[src/dpsd_pkg.sv]
// Package of the slave diagnostic frame block: register map, field positions, codes, states.
// Assumes a 32-bit classic Wishbone register bus and one 50 MHz system clock.
package dpsd_pkg;

  // ==========================================================================
  // Register map, byte addresses
  // ==========================================================================
  localparam logic [7:0] DPSD_OFS_DIAG_STAT = 8'h00;
  localparam logic [7:0] DPSD_OFS_IDENT = 8'h04;
  localparam logic [7:0] DPSD_OFS_STATUS = 8'h08;
  localparam logic [7:0] DPSD_OFS_IRQ_STAT = 8'h10;
  localparam logic [7:0] DPSD_OFS_IRQ_MASK = 8'h14;
  localparam logic [7:0] DPSD_OFS_USER0 = 8'h20;
  localparam logic [7:0] DPSD_OFS_USER4 = 8'h30;

  // ==========================================================================
  // Fields and reset values
  // ==========================================================================
  localparam int DPSD_DS_VALID_BIT = 0;
  localparam int DPSD_DS_DELETE_BIT = 1;
  localparam logic [7:0] DPSD_DS_IGNORED = 8'h03;
  localparam logic [1:0] DPSD_DS_RESET = 2'h0;
  // Identification number: the value is arbitrary.
  localparam logic [15:0] DPSD_IDENT_RESET = 16'h1234;
  localparam int DPSD_IRQ_N = 4;
  localparam int DPSD_IRQ_SENT = 0;
  localparam int DPSD_IRQ_START = 1;
  localparam int DPSD_IRQ_IGNORED = 2;
  localparam int DPSD_IRQ_ERROR = 3;

  // ==========================================================================
  // Frame layout
  // ==========================================================================
  localparam logic [3:0] DPSD_BYTE_LAST = 4'hF;
  localparam logic [3:0] DPSD_BYTE_USER0 = 4'hB;
  localparam logic [5:0] DPSD_DEV_LEN = 6'h0A;
  localparam logic [1:0] DPSD_DEV_CODE = 2'h0;
  localparam logic [7:0] DPSD_MSG_NONE = 8'h00;
  localparam logic [7:0] DPSD_MSG_PRM_LEN = 8'h12;
  localparam logic [7:0] DPSD_MSG_CFG_LEN = 8'h13;
  localparam logic [7:0] DPSD_MSG_CFG_ENTRY = 8'h14;
  localparam logic [7:0] DPSD_MSG_BUF_CALC = 8'h15;
  localparam logic [7:0] DPSD_MSG_CFG_MISSING = 8'h16;
  localparam logic [7:0] DPSD_MSG_PRM_CFG = 8'h17;
  localparam logic [7:0] DPSD_MSG_USER_VALID = 8'h40;

  typedef enum logic [1:0] {
    DPSD_IDLE = 2'h0,
    DPSD_FETCH = 2'h1,
    DPSD_LOAD = 2'h3,
    DPSD_SEND = 2'h2
  } dpsd_state_t;

endpackage

[src/dpsd_frame.sv]
// Diagnostic frame builder of a fieldbus slave, with its Wishbone register file.
// Assumes the protocol engine sits on the same clock and drains bytes with valid/ready.
//
// Overview of operation
// - Send frame on request; flag own errors
// - Bytes 0 to 5 hold standard part
// - Bytes 6 to 15 device part, 8-10 reserved
// - Station status one: fixed zeros, five flags
// - Station status two: flags, bit2 one
// - Station status three: bit7 overflow only
// - Byte 3 holds parametrizing master address
// - CPU writes user bytes 11-15
// - Byte 6 is length ten, code zero
// - Byte 7 error codes or 40h
// - Status 0 to 1 starts; 03h ignored
//
// Implementation choices: the register offsets and register access over Wishbone.
`timescale 1ns/100ps
`default_nettype none
module dpsd_frame
  import dpsd_pkg::*;
(
  input wire logic clock_i,
  input wire logic rst_n_i,
  input wire logic ce_i,
  input wire logic wb_cyc_i,
  input wire logic wb_stb_i,
  input wire logic wb_we_i,
  input wire logic [7:0] wb_adr_i,
  input wire logic [3:0] wb_sel_i,
  input wire logic [31:0] wb_dat_i,
  output logic [31:0] wb_dat_o,
  output logic wb_ack_o,
  input wire logic diag_req_i,
  input wire logic not_ready_i,
  input wire logic cfg_fault_i,
  input wire logic unsupported_i,
  input wire logic bad_param_i,
  input wire logic param_req_i,
  input wire logic static_diag_i,
  input wire logic watchdog_on_i,
  input wire logic freeze_rx_i,
  input wire logic sync_rx_i,
  input wire logic overflow_i,
  input wire logic [7:0] master_addr_i,
  input wire logic [2:0] err_code_i,
  input wire logic frame_ready_i,
  output logic frame_valid_o,
  output logic [7:0] frame_byte_o,
  output logic frame_last_o,
  output logic diag_pending_o,
  output logic irq_o
);
  // ==========================================================================
  // Bus slave
  // ==========================================================================
  logic phase_r;
  logic bus_req;
  logic bus_go;
  logic wr_go;
  logic [1:0] diag_stat_r;
  logic [15:0] ident_r;
  logic [2:0] err_code_r;
  logic [DPSD_IRQ_N-1:0] irq_stat;
  logic [DPSD_IRQ_N-1:0] irq_mask;
  logic [DPSD_IRQ_N-1:0] irq_event;
  logic [7:0] user_bus_q;
  logic [7:0] user_frm_q;
  logic user_hit;
  logic [2:0] user_idx;
  logic [7:0] msg_code;
  logic [31:0] rd_mux;
  logic start_diag;
  logic ignore_wr;
  logic err_rise;
  dpsd_state_t state_r;
  logic [3:0] idx_r;
  logic frame_done;
  logic [7:0] byte_mux;

  // Reads of the user store take a registered memory access, so every access
  // gets two cycles; the uniform latency keeps the master side simple.
  assign bus_req = wb_cyc_i & wb_stb_i & ~wb_ack_o;
  assign bus_go = bus_req & phase_r;
  assign wr_go = bus_go & wb_we_i;
  assign user_hit = wb_adr_i >= DPSD_OFS_USER0 && wb_adr_i <= DPSD_OFS_USER4
    && wb_adr_i[1:0] == 2'h0;
  assign user_idx = 3'(wb_adr_i[4:2]);

  always_ff @(posedge clock_i or negedge rst_n_i) begin
    if (!rst_n_i) begin
      phase_r <= 1'b0;
      wb_ack_o <= 1'b0;
    end else if (ce_i) begin
      phase_r <= bus_req & ~phase_r;
      wb_ack_o <= bus_go;
    end
  end

  always_comb begin
    rd_mux = 32'h0000_0000;
    case (wb_adr_i)
      DPSD_OFS_DIAG_STAT: rd_mux = {30'h0000_0000, diag_stat_r};
      DPSD_OFS_IDENT: rd_mux = {16'h0000, ident_r};
      DPSD_OFS_STATUS: rd_mux = {16'h0000, msg_code, 5'h00,
        state_r != DPSD_IDLE, diag_pending_o, diag_stat_r[DPSD_DS_VALID_BIT]};
      DPSD_OFS_IRQ_STAT: rd_mux = {28'h000_0000, irq_stat};
      DPSD_OFS_IRQ_MASK: rd_mux = {28'h000_0000, irq_mask};
      default: rd_mux = user_hit ? {24'h00_0000, user_bus_q} : 32'h0000_0000;
    endcase
  end

  always_ff @(posedge clock_i or negedge rst_n_i) begin
    if (!rst_n_i) begin
      wb_dat_o <= 32'h0000_0000;
    end else if (ce_i && bus_go) begin
      wb_dat_o <= wb_we_i ? 32'h0000_0000 : rd_mux;
    end
  end

  // ==========================================================================
  // Diagnostic status byte and identification
  // ==========================================================================
  assign ignore_wr = wr_go && wb_sel_i[0] && wb_adr_i == DPSD_OFS_DIAG_STAT
    && wb_dat_i[7:0] == DPSD_DS_IGNORED;
  assign start_diag = wr_go && wb_sel_i[0] && wb_adr_i == DPSD_OFS_DIAG_STAT
    && !ignore_wr && !diag_stat_r[DPSD_DS_VALID_BIT] && wb_dat_i[DPSD_DS_VALID_BIT];

  always_ff @(posedge clock_i or negedge rst_n_i) begin
    if (!rst_n_i) begin
      diag_stat_r <= DPSD_DS_RESET;
    end else if (ce_i && wr_go && wb_sel_i[0] && wb_adr_i == DPSD_OFS_DIAG_STAT
        && !ignore_wr) begin
      diag_stat_r <= wb_dat_i[1:0];
    end
  end

  always_ff @(posedge clock_i or negedge rst_n_i) begin
    if (!rst_n_i) begin
      ident_r <= DPSD_IDENT_RESET;
    end else if (ce_i && wr_go && wb_adr_i == DPSD_OFS_IDENT) begin
      if (wb_sel_i[0]) begin
        ident_r[7:0] <= wb_dat_i[7:0];
      end
      if (wb_sel_i[1]) begin
        ident_r[15:8] <= wb_dat_i[15:8];
      end
    end
  end

  dpsd_user_mem u_mem (
    .clock_i(clock_i),
    .rst_n_i(rst_n_i),
    .ce_i(ce_i),
    .wr_en_i(wr_go & wb_sel_i[0] & user_hit),
    .wr_addr_i(user_idx),
    .wr_data_i(wb_dat_i[7:0]),
    .rda_addr_i(user_idx),
    .rda_data_o(user_bus_q),
    .rdb_addr_i(3'(idx_r - DPSD_BYTE_USER0)),
    .rdb_data_o(user_frm_q)
  );

  // ==========================================================================
  // Own-initiative diagnostics and interrupts
  // ==========================================================================
  assign err_rise = err_code_i != 3'h0 && err_code_i != err_code_r;

  always_ff @(posedge clock_i or negedge rst_n_i) begin
    if (!rst_n_i) begin
      err_code_r <= 3'h0;
    end else if (ce_i) begin
      err_code_r <= err_code_i;
    end
  end

  // A new cause arriving as a frame completes keeps the request standing.
  always_ff @(posedge clock_i or negedge rst_n_i) begin
    if (!rst_n_i) begin
      diag_pending_o <= 1'b0;
    end else if (ce_i) begin
      if (start_diag || err_rise) begin
        diag_pending_o <= 1'b1;
      end else if (frame_done) begin
        diag_pending_o <= 1'b0;
      end
    end
  end

  always_comb begin
    irq_event = '0;
    irq_event[DPSD_IRQ_SENT] = frame_done;
    irq_event[DPSD_IRQ_START] = start_diag;
    irq_event[DPSD_IRQ_IGNORED] = ignore_wr;
    irq_event[DPSD_IRQ_ERROR] = err_rise;
  end

  dpsd_irq #(
    .N(DPSD_IRQ_N)
  ) u_irq (
    .clock_i(clock_i),
    .rst_n_i(rst_n_i),
    .ce_i(ce_i),
    .event_i(irq_event),
    .clr_we_i(wr_go && wb_sel_i[0] && wb_adr_i == DPSD_OFS_IRQ_STAT),
    .mask_we_i(wr_go && wb_sel_i[0] && wb_adr_i == DPSD_OFS_IRQ_MASK),
    .wdata_i(wb_dat_i[DPSD_IRQ_N-1:0]),
    .status_o(irq_stat),
    .mask_o(irq_mask),
    .irq_o(irq_o)
  );

  // ==========================================================================
  // Frame content
  // ==========================================================================
  always_comb begin
    case (err_code_i)
      3'h1: msg_code = DPSD_MSG_PRM_LEN;
      3'h2: msg_code = DPSD_MSG_CFG_LEN;
      3'h3: msg_code = DPSD_MSG_CFG_ENTRY;
      3'h4: msg_code = DPSD_MSG_BUF_CALC;
      3'h5: msg_code = DPSD_MSG_CFG_MISSING;
      3'h6: msg_code = DPSD_MSG_PRM_CFG;
      default: msg_code = diag_stat_r[DPSD_DS_VALID_BIT] ? DPSD_MSG_USER_VALID
        : DPSD_MSG_NONE;
    endcase
  end

  always_comb begin
    byte_mux = 8'h00;
    case (idx_r)
      4'h0: byte_mux = {1'b0, bad_param_i, 1'b0, unsupported_i,
        diag_stat_r[DPSD_DS_VALID_BIT] | (err_code_i != 3'h0),
        cfg_fault_i, not_ready_i, 1'b0};
      4'h1: byte_mux = {1'b0, 1'b0, sync_rx_i, freeze_rx_i, watchdog_on_i, 1'b1,
        static_diag_i, param_req_i};
      4'h2: byte_mux = {overflow_i, 7'h00};
      4'h3: byte_mux = master_addr_i;
      4'h4: byte_mux = ident_r[15:8];
      4'h5: byte_mux = ident_r[7:0];
      4'h6: byte_mux = {DPSD_DEV_CODE, DPSD_DEV_LEN};
      4'h7: byte_mux = msg_code;
      4'h8, 4'h9, 4'hA: byte_mux = 8'h00;
      default: byte_mux = user_frm_q;
    endcase
  end

  // ==========================================================================
  // Frame sequencer
  // ==========================================================================
  // A request that comes while a frame is on its way is not queued: the
  // engine asks again, which matches the poll-and-answer nature of the link.
  assign frame_done = state_r == DPSD_SEND && frame_ready_i && frame_last_o;

  always_ff @(posedge clock_i or negedge rst_n_i) begin
    if (!rst_n_i) begin
      state_r <= DPSD_IDLE;
      idx_r <= 4'h0;
    end else if (ce_i) begin
      case (state_r)
        DPSD_IDLE: begin
          if (diag_req_i) begin
            state_r <= DPSD_FETCH;
            idx_r <= 4'h0;
          end
        end
        DPSD_FETCH: state_r <= DPSD_LOAD;
        DPSD_LOAD: state_r <= DPSD_SEND;
        DPSD_SEND: begin
          if (frame_ready_i) begin
            state_r <= frame_last_o ? DPSD_IDLE : DPSD_FETCH;
            idx_r <= frame_last_o ? 4'h0 : idx_r + 4'h1;
          end
        end
        default: state_r <= DPSD_IDLE;
      endcase
    end
  end

  always_ff @(posedge clock_i or negedge rst_n_i) begin
    if (!rst_n_i) begin
      frame_valid_o <= 1'b0;
      frame_byte_o <= 8'h00;
      frame_last_o <= 1'b0;
    end else if (ce_i) begin
      if (state_r == DPSD_LOAD) begin
        frame_valid_o <= 1'b1;
        frame_byte_o <= byte_mux;
        frame_last_o <= idx_r == DPSD_BYTE_LAST;
      end else if (state_r == DPSD_SEND && frame_ready_i) begin
        frame_valid_o <= 1'b0;
        frame_last_o <= 1'b0;
      end
    end
  end
endmodule // dpsd_frame
`default_nettype wire

[src/dpsd_user_mem.sv]
// Five-byte user diagnostic store with one write port and two registered read ports.
// Assumes all ports on one clock; reads return data one edge after the address.
`timescale 1ns/100ps
`default_nettype none
module dpsd_user_mem (
  input wire logic clock_i,
  input wire logic rst_n_i,
  input wire logic ce_i,
  input wire logic wr_en_i,
  input wire logic [2:0] wr_addr_i,
  input wire logic [7:0] wr_data_i,
  input wire logic [2:0] rda_addr_i,
  output logic [7:0] rda_data_o,
  input wire logic [2:0] rdb_addr_i,
  output logic [7:0] rdb_data_o
);
  logic [7:0] mem_r [0:4];

  always_ff @(posedge clock_i or negedge rst_n_i) begin
    if (!rst_n_i) begin
      for (int i = 0; i < 5; i++) begin
        mem_r[i] <= 8'h00;
      end
    end else if (ce_i && wr_en_i && wr_addr_i < 3'h5) begin
      mem_r[wr_addr_i] <= wr_data_i;
    end
  end

  always_ff @(posedge clock_i or negedge rst_n_i) begin
    if (!rst_n_i) begin
      rda_data_o <= 8'h00;
      rdb_data_o <= 8'h00;
    end else if (ce_i) begin
      rda_data_o <= (rda_addr_i < 3'h5) ? mem_r[rda_addr_i] : 8'h00;
      rdb_data_o <= (rdb_addr_i < 3'h5) ? mem_r[rdb_addr_i] : 8'h00;
    end
  end
endmodule // dpsd_user_mem
`default_nettype wire

[src/dpsd_irq.sv]
// Sticky event status with write-one-to-clear, a mask and one level interrupt.
// Assumes event pulses and bus writes on the same clock.
`timescale 1ns/100ps
`default_nettype none
module dpsd_irq #(
  parameter int N = 4
) (
  input wire logic clock_i,
  input wire logic rst_n_i,
  input wire logic ce_i,
  input wire logic [N-1:0] event_i,
  input wire logic clr_we_i,
  input wire logic mask_we_i,
  input wire logic [N-1:0] wdata_i,
  output logic [N-1:0] status_o,
  output logic [N-1:0] mask_o,
  output logic irq_o
);
  // A set in the same cycle as its clear wins, so no event is lost.
  always_ff @(posedge clock_i or negedge rst_n_i) begin
    if (!rst_n_i) begin
      status_o <= '0;
    end else if (ce_i) begin
      status_o <= (status_o & ~(clr_we_i ? wdata_i : '0)) | event_i;
    end
  end

  always_ff @(posedge clock_i or negedge rst_n_i) begin
    if (!rst_n_i) begin
      mask_o <= '0;
    end else if (ce_i && mask_we_i) begin
      mask_o <= wdata_i;
    end
  end

  always_ff @(posedge clock_i or negedge rst_n_i) begin
    if (!rst_n_i) begin
      irq_o <= 1'b0;
    end else if (ce_i) begin
      irq_o <= |(((status_o & ~(clr_we_i ? wdata_i : '0)) | event_i) & mask_o);
    end
  end
endmodule // dpsd_irq
`default_nettype wire

[config.mk]
export PLATFORM = sky130hd
export DESIGN_NAME = dpsd_frame
export DESIGN_NICKNAME = d
export VERILOG_FILES = /design/src/dpsd_pkg.sv /design/src/dpsd_frame.sv /design/src/dpsd_user_mem.sv /design/src/dpsd_irq.sv
export SDC_FILE = /design/constraint.sdc
export NUM_CORES = 1
export LEC_CHECK = 0
export BUFFER_PORTS_ARGS = -buffer_cell sky130_fd_sc_hd__buf_2
export CAP_MARGIN = 15
export CORE_UTILIZATION = 60
export CTS_BUF_LIST = sky130_fd_sc_hd__clkbuf_2 sky130_fd_sc_hd__clkbuf_4 sky130_fd_sc_hd__clkbuf_8
export CTS_CLUSTER_SIZE = 40
export DETAILED_ROUTE_END_ITERATION = 6
export GPL_ROUTABILITY_DRIVEN = 0
export PLACE_DENSITY = 0.81
export SLEW_MARGIN = 20
export SYNTH_ARGS = -nofsm -noshare
export SYNTH_HDL_FRONTEND = slang
export SYNTH_SLANG_ARGS = --single-unit
export TNS_END_PERCENT = 20
[constraint.sdc]
create_clock -name clock_i -period 3.8 [get_ports clock_i]
set_input_delay 0.76 -clock clock_i [delete_from_list [all_inputs] [get_ports clock_i]]
set_output_delay 0.76 -clock clock_i [all_outputs]
set_load 0.01 [all_outputs]
# --- After elaboration in Yosys (flattened, before gate mapping) ---
# Index checks and enable logic that the tools add are counted.
classes:
  addsub: 2
  n_lt_le_gt_ge: 7
  eq_ne: 28
  n_mux: 31
  n_bitwise: 16
  reduce_logical: 44
op_table:
  columns: ["cell", "n"]
  rows:
  - ["16-bit one-hot mux with 5 select lines", 1]
  - ["8-bit one-hot mux with 9 select lines", 1]
  - ["8-bit two-way mux", 8]
  - ["8-bit binary-select mux with 3-bit select", 2]
  - ["7-bit one-hot mux with 6 select lines", 1]
  - ["40-bit bitwise mux", 1]
  - ["32-bit two-way mux", 1]
  - ["8-bit demux with 3-bit select", 1]
  - ["1-bit logical AND", 23]
  - ["4-bit by 3-bit equality test with 1-bit output, second input constant", 4]
  - ["4-bit equality test, second input constant", 4]
  - ["8-bit by 5-bit equality test with 1-bit output, second input constant", 2]
  - ["4-bit two-way mux", 4]
  - ["2-bit AND reduction", 5]
  - ["3-bit equality test, second input constant", 3]
  - ["4-bit AND", 2]
  - ["4-bit by 2-bit equality test with 1-bit output, second input constant", 2]
  - ["8-bit by 2-bit equality test with 1-bit output, second input constant", 1]
  - ["8-bit by 3-bit equality test with 1-bit output, second input constant", 1]
  - ["8-bit by 4-bit equality test with 1-bit output, second input constant", 1]
  - ["4-bit >= comparator, second input constant", 2]
  - ["8-bit by 6-bit >= comparator with 1-bit output, second input constant", 1]
  - ["8-bit by 6-bit less-or-equal comparator with 1-bit output, second input constant", 1]
  - ["8-bit zero test", 1]
  - ["other kinds (32)", 55]
totals:
  ff_bits: 137
  input_bits: 73
  out_inout_bits: 45
  word_cells: 151

# --- Longest topological paths before layout ---
depth:
  word_depth: 14
  mapped_depth: 10
  mapped_depth_nobuf: 8

# --- Cells and area by module ---
# A second synthesis with hierarchy kept.
unflattened:
  cells_unflattened: 571
  hier_area_um2: 6566.3
modules_own_cells:
  columns: ["module", "n_inst", "cells_each", "area_each_um2", "seq_area_each_um2"]
  rows:
  - ["dpsd_frame", 1, 352, 3402.0, 1407.6]
  - ["dpsd_user_mem", 1, 185, 2755.1, 1401.3]
  - ["dpsd_irq", 1, 34, 409.1, 225.2]

# --- Worst setup path before layout ---
# Ideal clock, no wire load.
synth_path:
  kind: "input to register"
  from: "in wb_stb_i"
  to: "reg u_mem.mem_r[12] (netlist bit)"
  t_arrival_ns: 2.484
  setup_slack_ns: 1.191
  path_stages: 7
  path_buffers: 1
  path_cell_list: "and3b_1 > nand4_2 > or2_1 > or3_1 > buf_2 > nor3_4 > mux2_2"
synth_via:
  elab_chain_len: 8
synth_rtl:
  columns: ["item", "line_no", "source"]
  rows:
  - ["from (decl)", "dpsd_frame.sv:27", "input wire logic wb_stb_i,"]
  - ["1-bit AND (2 in series)", "dpsd_frame.sv:83", "assign bus_req = wb_cyc_i & wb_stb_i & ~wb_ack_o;"]
  - ["1-bit AND", "dpsd_frame.sv:84", "assign bus_go = bus_req & phase_r;"]
  - ["1-bit AND", "dpsd_frame.sv:85", "assign wr_go = bus_go & wb_we_i;"]
  - ["1-bit AND (2 in series)", "dpsd_frame.sv:155", ".wr_en_i(wr_go & wb_sel_i[0] & user_hit),"]
  - ["1-bit logical AND (2 in series)", "dpsd_user_mem.sv:24", "end else if (ce_i && wr_en_i && wr_addr_i < 3'h5) begin"]
  - ["to (signal, indexed assignment)", "dpsd_user_mem.sv:25", "mem_r[wr_addr_i] <= wr_data_i;"]
  - ["to (decl)", "dpsd_user_mem.sv:17", "logic [7:0] mem_r [0:4];"]
# No other way between the ends.
# A chain may end at the register's enable or synchronous reset.

# --- Worst setup path after layout ---
layout_path:
  from: "reg idx_r[0]"
  to: "reg u_mem.rdb_data_o[3]"
layout_via:
  elab_chain_len: 6
layout_rtl:
  columns: ["item", "line_no", "source"]
  rows:
  - ["from (decl)", "dpsd_frame.sv:77", "logic [3:0] idx_r;"]
  - ["from (signal assigned)", "dpsd_frame.sv:272", "idx_r <= frame_last_o ? 4'h0 : idx_r + 4'h1;"]
  - ["3-bit by 2-bit subtractor with 3-bit output (*)", "dpsd_frame.sv:160", ".rdb_addr_i(3'(idx_r - DPSD_BYTE_USER0)),"]
  - ["3-bit NOT with 4-bit output (not written as such)", "dpsd_user_mem.sv:35", "rdb_data_o <= (rdb_addr_i < 3'h5) ? mem_r[rdb_addr_i] : 8'h00;"]
  - ["8-bit binary-select mux with 3-bit select", "dpsd_user_mem.sv:35", null]
  - ["8-bit two-way mux (not written as such) (2 in series)", "dpsd_user_mem.sv:35", null]
  - ["8-bit two-way mux (*)", "dpsd_user_mem.sv:35", null]
  - ["to (signal assigned)", "dpsd_user_mem.sv:35", null]
  - ["to (decl)", "dpsd_user_mem.sv:15", "output logic [7:0] rdb_data_o"]
# Every way passes the cells marked *; elsewhere a longest branch is shown, timed or not. The select of a mux whose other input is x is not followed.

==> impl_summary.log <==
[metrics] internal reg-to-reg setup slack: 0.89 ns
[metrics] Crit Path Max Fanout: 12
[metrics] max-slew violation total from the final report: 0
[metrics] die extent in y: 104 um
[metrics] Arr. time, crit path: 3.21 ns
[metrics] highest clock frequency the design can meet: 344 MHz
[metrics] required time of the worst setup path: 4.11 ns
[metrics] Period minus WS final: 2.91 ns
[metrics] max-cap check violation count: 0
[metrics] adder and majority cell fraction of the synthesized area: 0.799%
[metrics] count of input and output buffers: 83
[metrics] vias in the first global route: 4951
[metrics] post-synthesis register bit count: 121
[metrics] initial antenna violation count: 0
[metrics] setup repair after global routing missed its margin: no
[metrics] DRT Wirelength: 15.7 mm
[metrics] Initial Utilization: 62.9%
[metrics] worst setup path class: flop to flop
[metrics] Util after Layout: 72.3%
[metrics] DR DRC count: 0
[metrics] number of search-and-repair iterations in the first detailed-routing pass: 6
[metrics] top cells by area, synth: sky130_fd_sc_hd__dfrtp_1 (46%), sky130_fd_sc_hd__mux2_2 (12%), sky130_fd_sc_hd__mux4_2 (5.8%)
[metrics] global-route congestion overflow total: 0
[metrics] per-cell via count in the routed design: 6.39
[metrics] Synth async-reset ratio: 100%
[metrics] multiplexer share of the synthesized area: 18.4%
[metrics] simple logic cell fraction of the synthesized area: 12.9%
[metrics] maximum vdd drop: 0.260 mV
[metrics] share of post-route cells with drive strength above 1: 34.4%
[metrics] synthesis warning total: 0
[metrics] commonest cells after routing, fill and taps aside: sky130_fd_sc_hd__dfrtp_1 (116), sky130_fd_sc_hd__buf_2 (82), sky130_fd_sc_hd__mux2_2 (67)
[metrics] Design Power: 3.62 mW
[metrics] post-CTS setup repair buffer count: 0
[metrics] first-pass GRT wire length: 25.6 mm
[metrics] reg-to-reg startpoint: idx_r[0]$_DFFE_PN0P_
[metrics] number of buffers inserted for hold repair after clock tree synthesis: 0
[metrics] number of enable flip-flop cells after synthesis: 0
[metrics] XOR/XNOR share of the synthesized area: 0.559%
[metrics] clk sinks: 121
[metrics] Iteration-0 DRC Markers: 470
[metrics] number of buffers inserted during clock tree synthesis: 17
[metrics] number of buffers on the longest clock path: 2
[metrics] sequential-to-total area share from yosys stat: 48.4%
[metrics] average wire length per cell after detail routing: 19.9 um
[metrics] clock-pin transition on the worst setup and hold timing paths: 0.07 ns
[metrics] cell type contributing the most total cell area after synthesis: sky130_fd_sc_hd__dfrtp_1
[metrics] ANT cells: 0
[metrics] Worst Tran Pin Value: 0.803 ns
[metrics] final critical-path share of the clock period: 76.5%
[metrics] FF-to-FF End: u_mem.rdb_data_o[3]$_DFFE_PN0P_
[metrics] Die X: 104 um
[metrics] signed area change from the synthesized netlist to the final layout: 15.0%
[metrics] Max H-tree Level: 4
[metrics] number of primary I/O pins: 118
[metrics] total global routing track utilization: 30.6%
[metrics] Worst Hold Class: primary input to asynchronous set/reset pin
[metrics] area of the core region: 9950 um^2
[metrics] post-synth design cell area: 6260 um^2
[metrics] clock tree from TritonCTS: done
[metrics] Site Rows: 36
[metrics] Worst setup SP type: flop
[metrics] DR vias: 5030
[metrics] area of placed instances: 6740 um^2
[metrics] remaining antenna violation count after routing: 0
[metrics] depth of the most critical reg-to-reg path: 6
[metrics] Post-Syn Area per Cell: 11.1 um^2
[metrics] PD cells: 503 nW/um^2
[metrics] number of library cell types mapped by synthesis: 59
[metrics] Post-synth top flop: sky130_fd_sc_hd__dfrtp_1
[metrics] area share of the largest cell type after synthesis: 46.3%
[metrics] Die Footprint: 10900 um^2
[metrics] Leak: 3.34 nW
[metrics] Worst Hold Slack: 0.335 ns
[metrics] HPWL Detailed: 10.8 mm
[metrics] worst clock skew on the final layout: 0.00934 ns
[metrics] compound-gate portion of the synthesized area: 14.2%
[metrics] Setup Total Neg Slack: 0 ns
[metrics] largest family of logic cells by synthesized area: multiplexers
[metrics] worst slew margin relative to its limit: 46.5%
[metrics] Setup-failing EPs final: 0
[metrics] Clock Latency Late Sink: 0.45 ns
[metrics] Resized cells post-CTS: 0
[metrics] root buffer cell: sky130_fd_sc_hd__clkbuf_8
[metrics] cell area after layout: 7200 um^2
[metrics] final net count: 718
[metrics] hold violation total from the final report: 0
[metrics] largest net degree at the start of global routing: 75
[metrics] commonest non-fill, non-tap cell in the layout: sky130_fd_sc_hd__dfrtp_1
[metrics] result of the run: finished, final reports clean
[metrics] kind of end point of the critical path: flop
[metrics] Mapped Cells: 565
-- worst max path at each step --
| stage | from | end | slack [ns] | cells past startpoint |
|---|---|---|---|---|
| 2_1_floorplan | wb_stb_i | u_mem.mem_r[12]$_DFFE_PN0P_ | 1.19 | 7 |
| 3_3_place_gp | wb_adr_i[1] | u_mem.mem_r[5]$_DFFE_PN0P_ | 0.73 | 6 |
| 3_5_place_dp | wb_adr_i[1] | u_mem.mem_r[4]$_DFFE_PN0P_ | 0.63 | 6 |
| 4_1_cts | idx_r[0]$_DFFE_PN0P_ | u_mem.rdb_data_o[3]$_DFFE_PN0P_ | 0.89 | 6 |
| 5_1_grt | idx_r[0]$_DFFE_PN0P_ | u_mem.rdb_data_o[0]$_DFFE_PN0P_ | 0.76 | 6 |
| 6_report | idx_r[0]$_DFFE_PN0P_ | u_mem.rdb_data_o[3]$_DFFE_PN0P_ | 0.89 | 6 |
-- flip-flops by register name, summed over array words and instances (netlist names), 2 cells and up --
name	flops
u_mem.mem_r	40
ident_r	16
wb_dat_o	16
frame_byte_o	8
u_mem.rda_data_o	8
u_mem.rdb_data_o	8
idx_r	4
u_irq.mask_o	4
u_irq.status_o	4
err_code_r	3
diag_stat_r	2
state_r	2
-- synth_stat cells (3+ instances only) --
library cell	n
sky130_fd_sc_hd__mux4_2	16
sky130_fd_sc_hd__o21ai_0	35
sky130_fd_sc_hd__nand3_1	19
sky130_fd_sc_hd__or3_1	4
sky130_fd_sc_hd__nor3b_1	3
sky130_fd_sc_hd__inv_1	7
sky130_fd_sc_hd__buf_1	4
sky130_fd_sc_hd__clkinv_1	3
sky130_fd_sc_hd__o41ai_1	4
sky130_fd_sc_hd__clkbuf_1	29
sky130_fd_sc_hd__mux2i_1	4
sky130_fd_sc_hd__a222oi_1	4
sky130_fd_sc_hd__a22oi_1	12
sky130_fd_sc_hd__nand2_1	44
sky130_fd_sc_hd__nor3_1	9
sky130_fd_sc_hd__xnor2_1	3
sky130_fd_sc_hd__nor2b_1	15
sky130_fd_sc_hd__a31oi_1	4
sky130_fd_sc_hd__dfrtp_1	116
sky130_fd_sc_hd__nor4_1	6
sky130_fd_sc_hd__a21oi_1	32
sky130_fd_sc_hd__a22o_1	7
sky130_fd_sc_hd__dfstp_2	5
sky130_fd_sc_hd__a221oi_1	16
sky130_fd_sc_hd__ha_1	4
sky130_fd_sc_hd__mux2_2	67
sky130_fd_sc_hd__buf_4	16
sky130_fd_sc_hd__nor2_1	33
sky130_fd_sc_hd__a221o_1	5
-- where the power goes --
group	leakage [nW]	total [mW]	switching (mW)	internal, mW
logic	1.51	0.809	0.483	0.327
clock network	0.223	1.34	0.552	0.791
registers	1.61	1.47	0.0975	1.37
total	3.34	3.62	1.13	2.49
-- area by class of cell --
class,instances,area [um^2]
fillers,691,2750
flip-flops and latches,121,3030
well taps,133,166
multi-input cells,398,2990
clock buffers,18,241
inverters,10,37.5
clock inverters,14,221
repair buffers,93,505
-- layer usage --
layer,share of wire [%],vias to the layer above,track usage [%]
li1,-,2223,-
met2,49,269,49.6
met3,7.9,48,7.83
met1,40,2490,39.2
met5,0,-,0
met4,2.8,0,13.3
-- worst max-delay path: stages, from the launching register on --
cell and delay (ns):
sky130_fd_sc_hd__dfrtp_1 0.72, sky130_fd_sc_hd__inv_1 0.22, sky130_fd_sc_hd__ha_1 0.76, sky130_fd_sc_hd__mux4_2 0.60, sky130_fd_sc_hd__nor2b_1 0.16, sky130_fd_sc_hd__a21oi_1 0.20
sky130_fd_sc_hd__a21oi_1 0.11
-- kinds of logic (layout without fill, tap and decap cells) --
group,Yosys count,count (layout)
flip-flops,121,121
AND/OR/NAND/NOR,155,155
XOR/XNOR,4,4
buffers and inverters,61,135
AO/OA/AOI/OAI,132,132
other,1,16
multiplexers,87,87
adder cells (fa/ha/maj),4,4
-- stage by stage --
| step | worst slack (ns) | cells |
|---|---|---|
| after floorplan | 1.19 | 580 |
| after global placement | 0.727 | 755 |
| after detailed placement | 0.630 | 755 |
| after CTS | 0.893 | 787 |
| after global routing | 0.756 | 787 |
| final | 0.891 | 787 |
(Power assumes the default switching activity.)
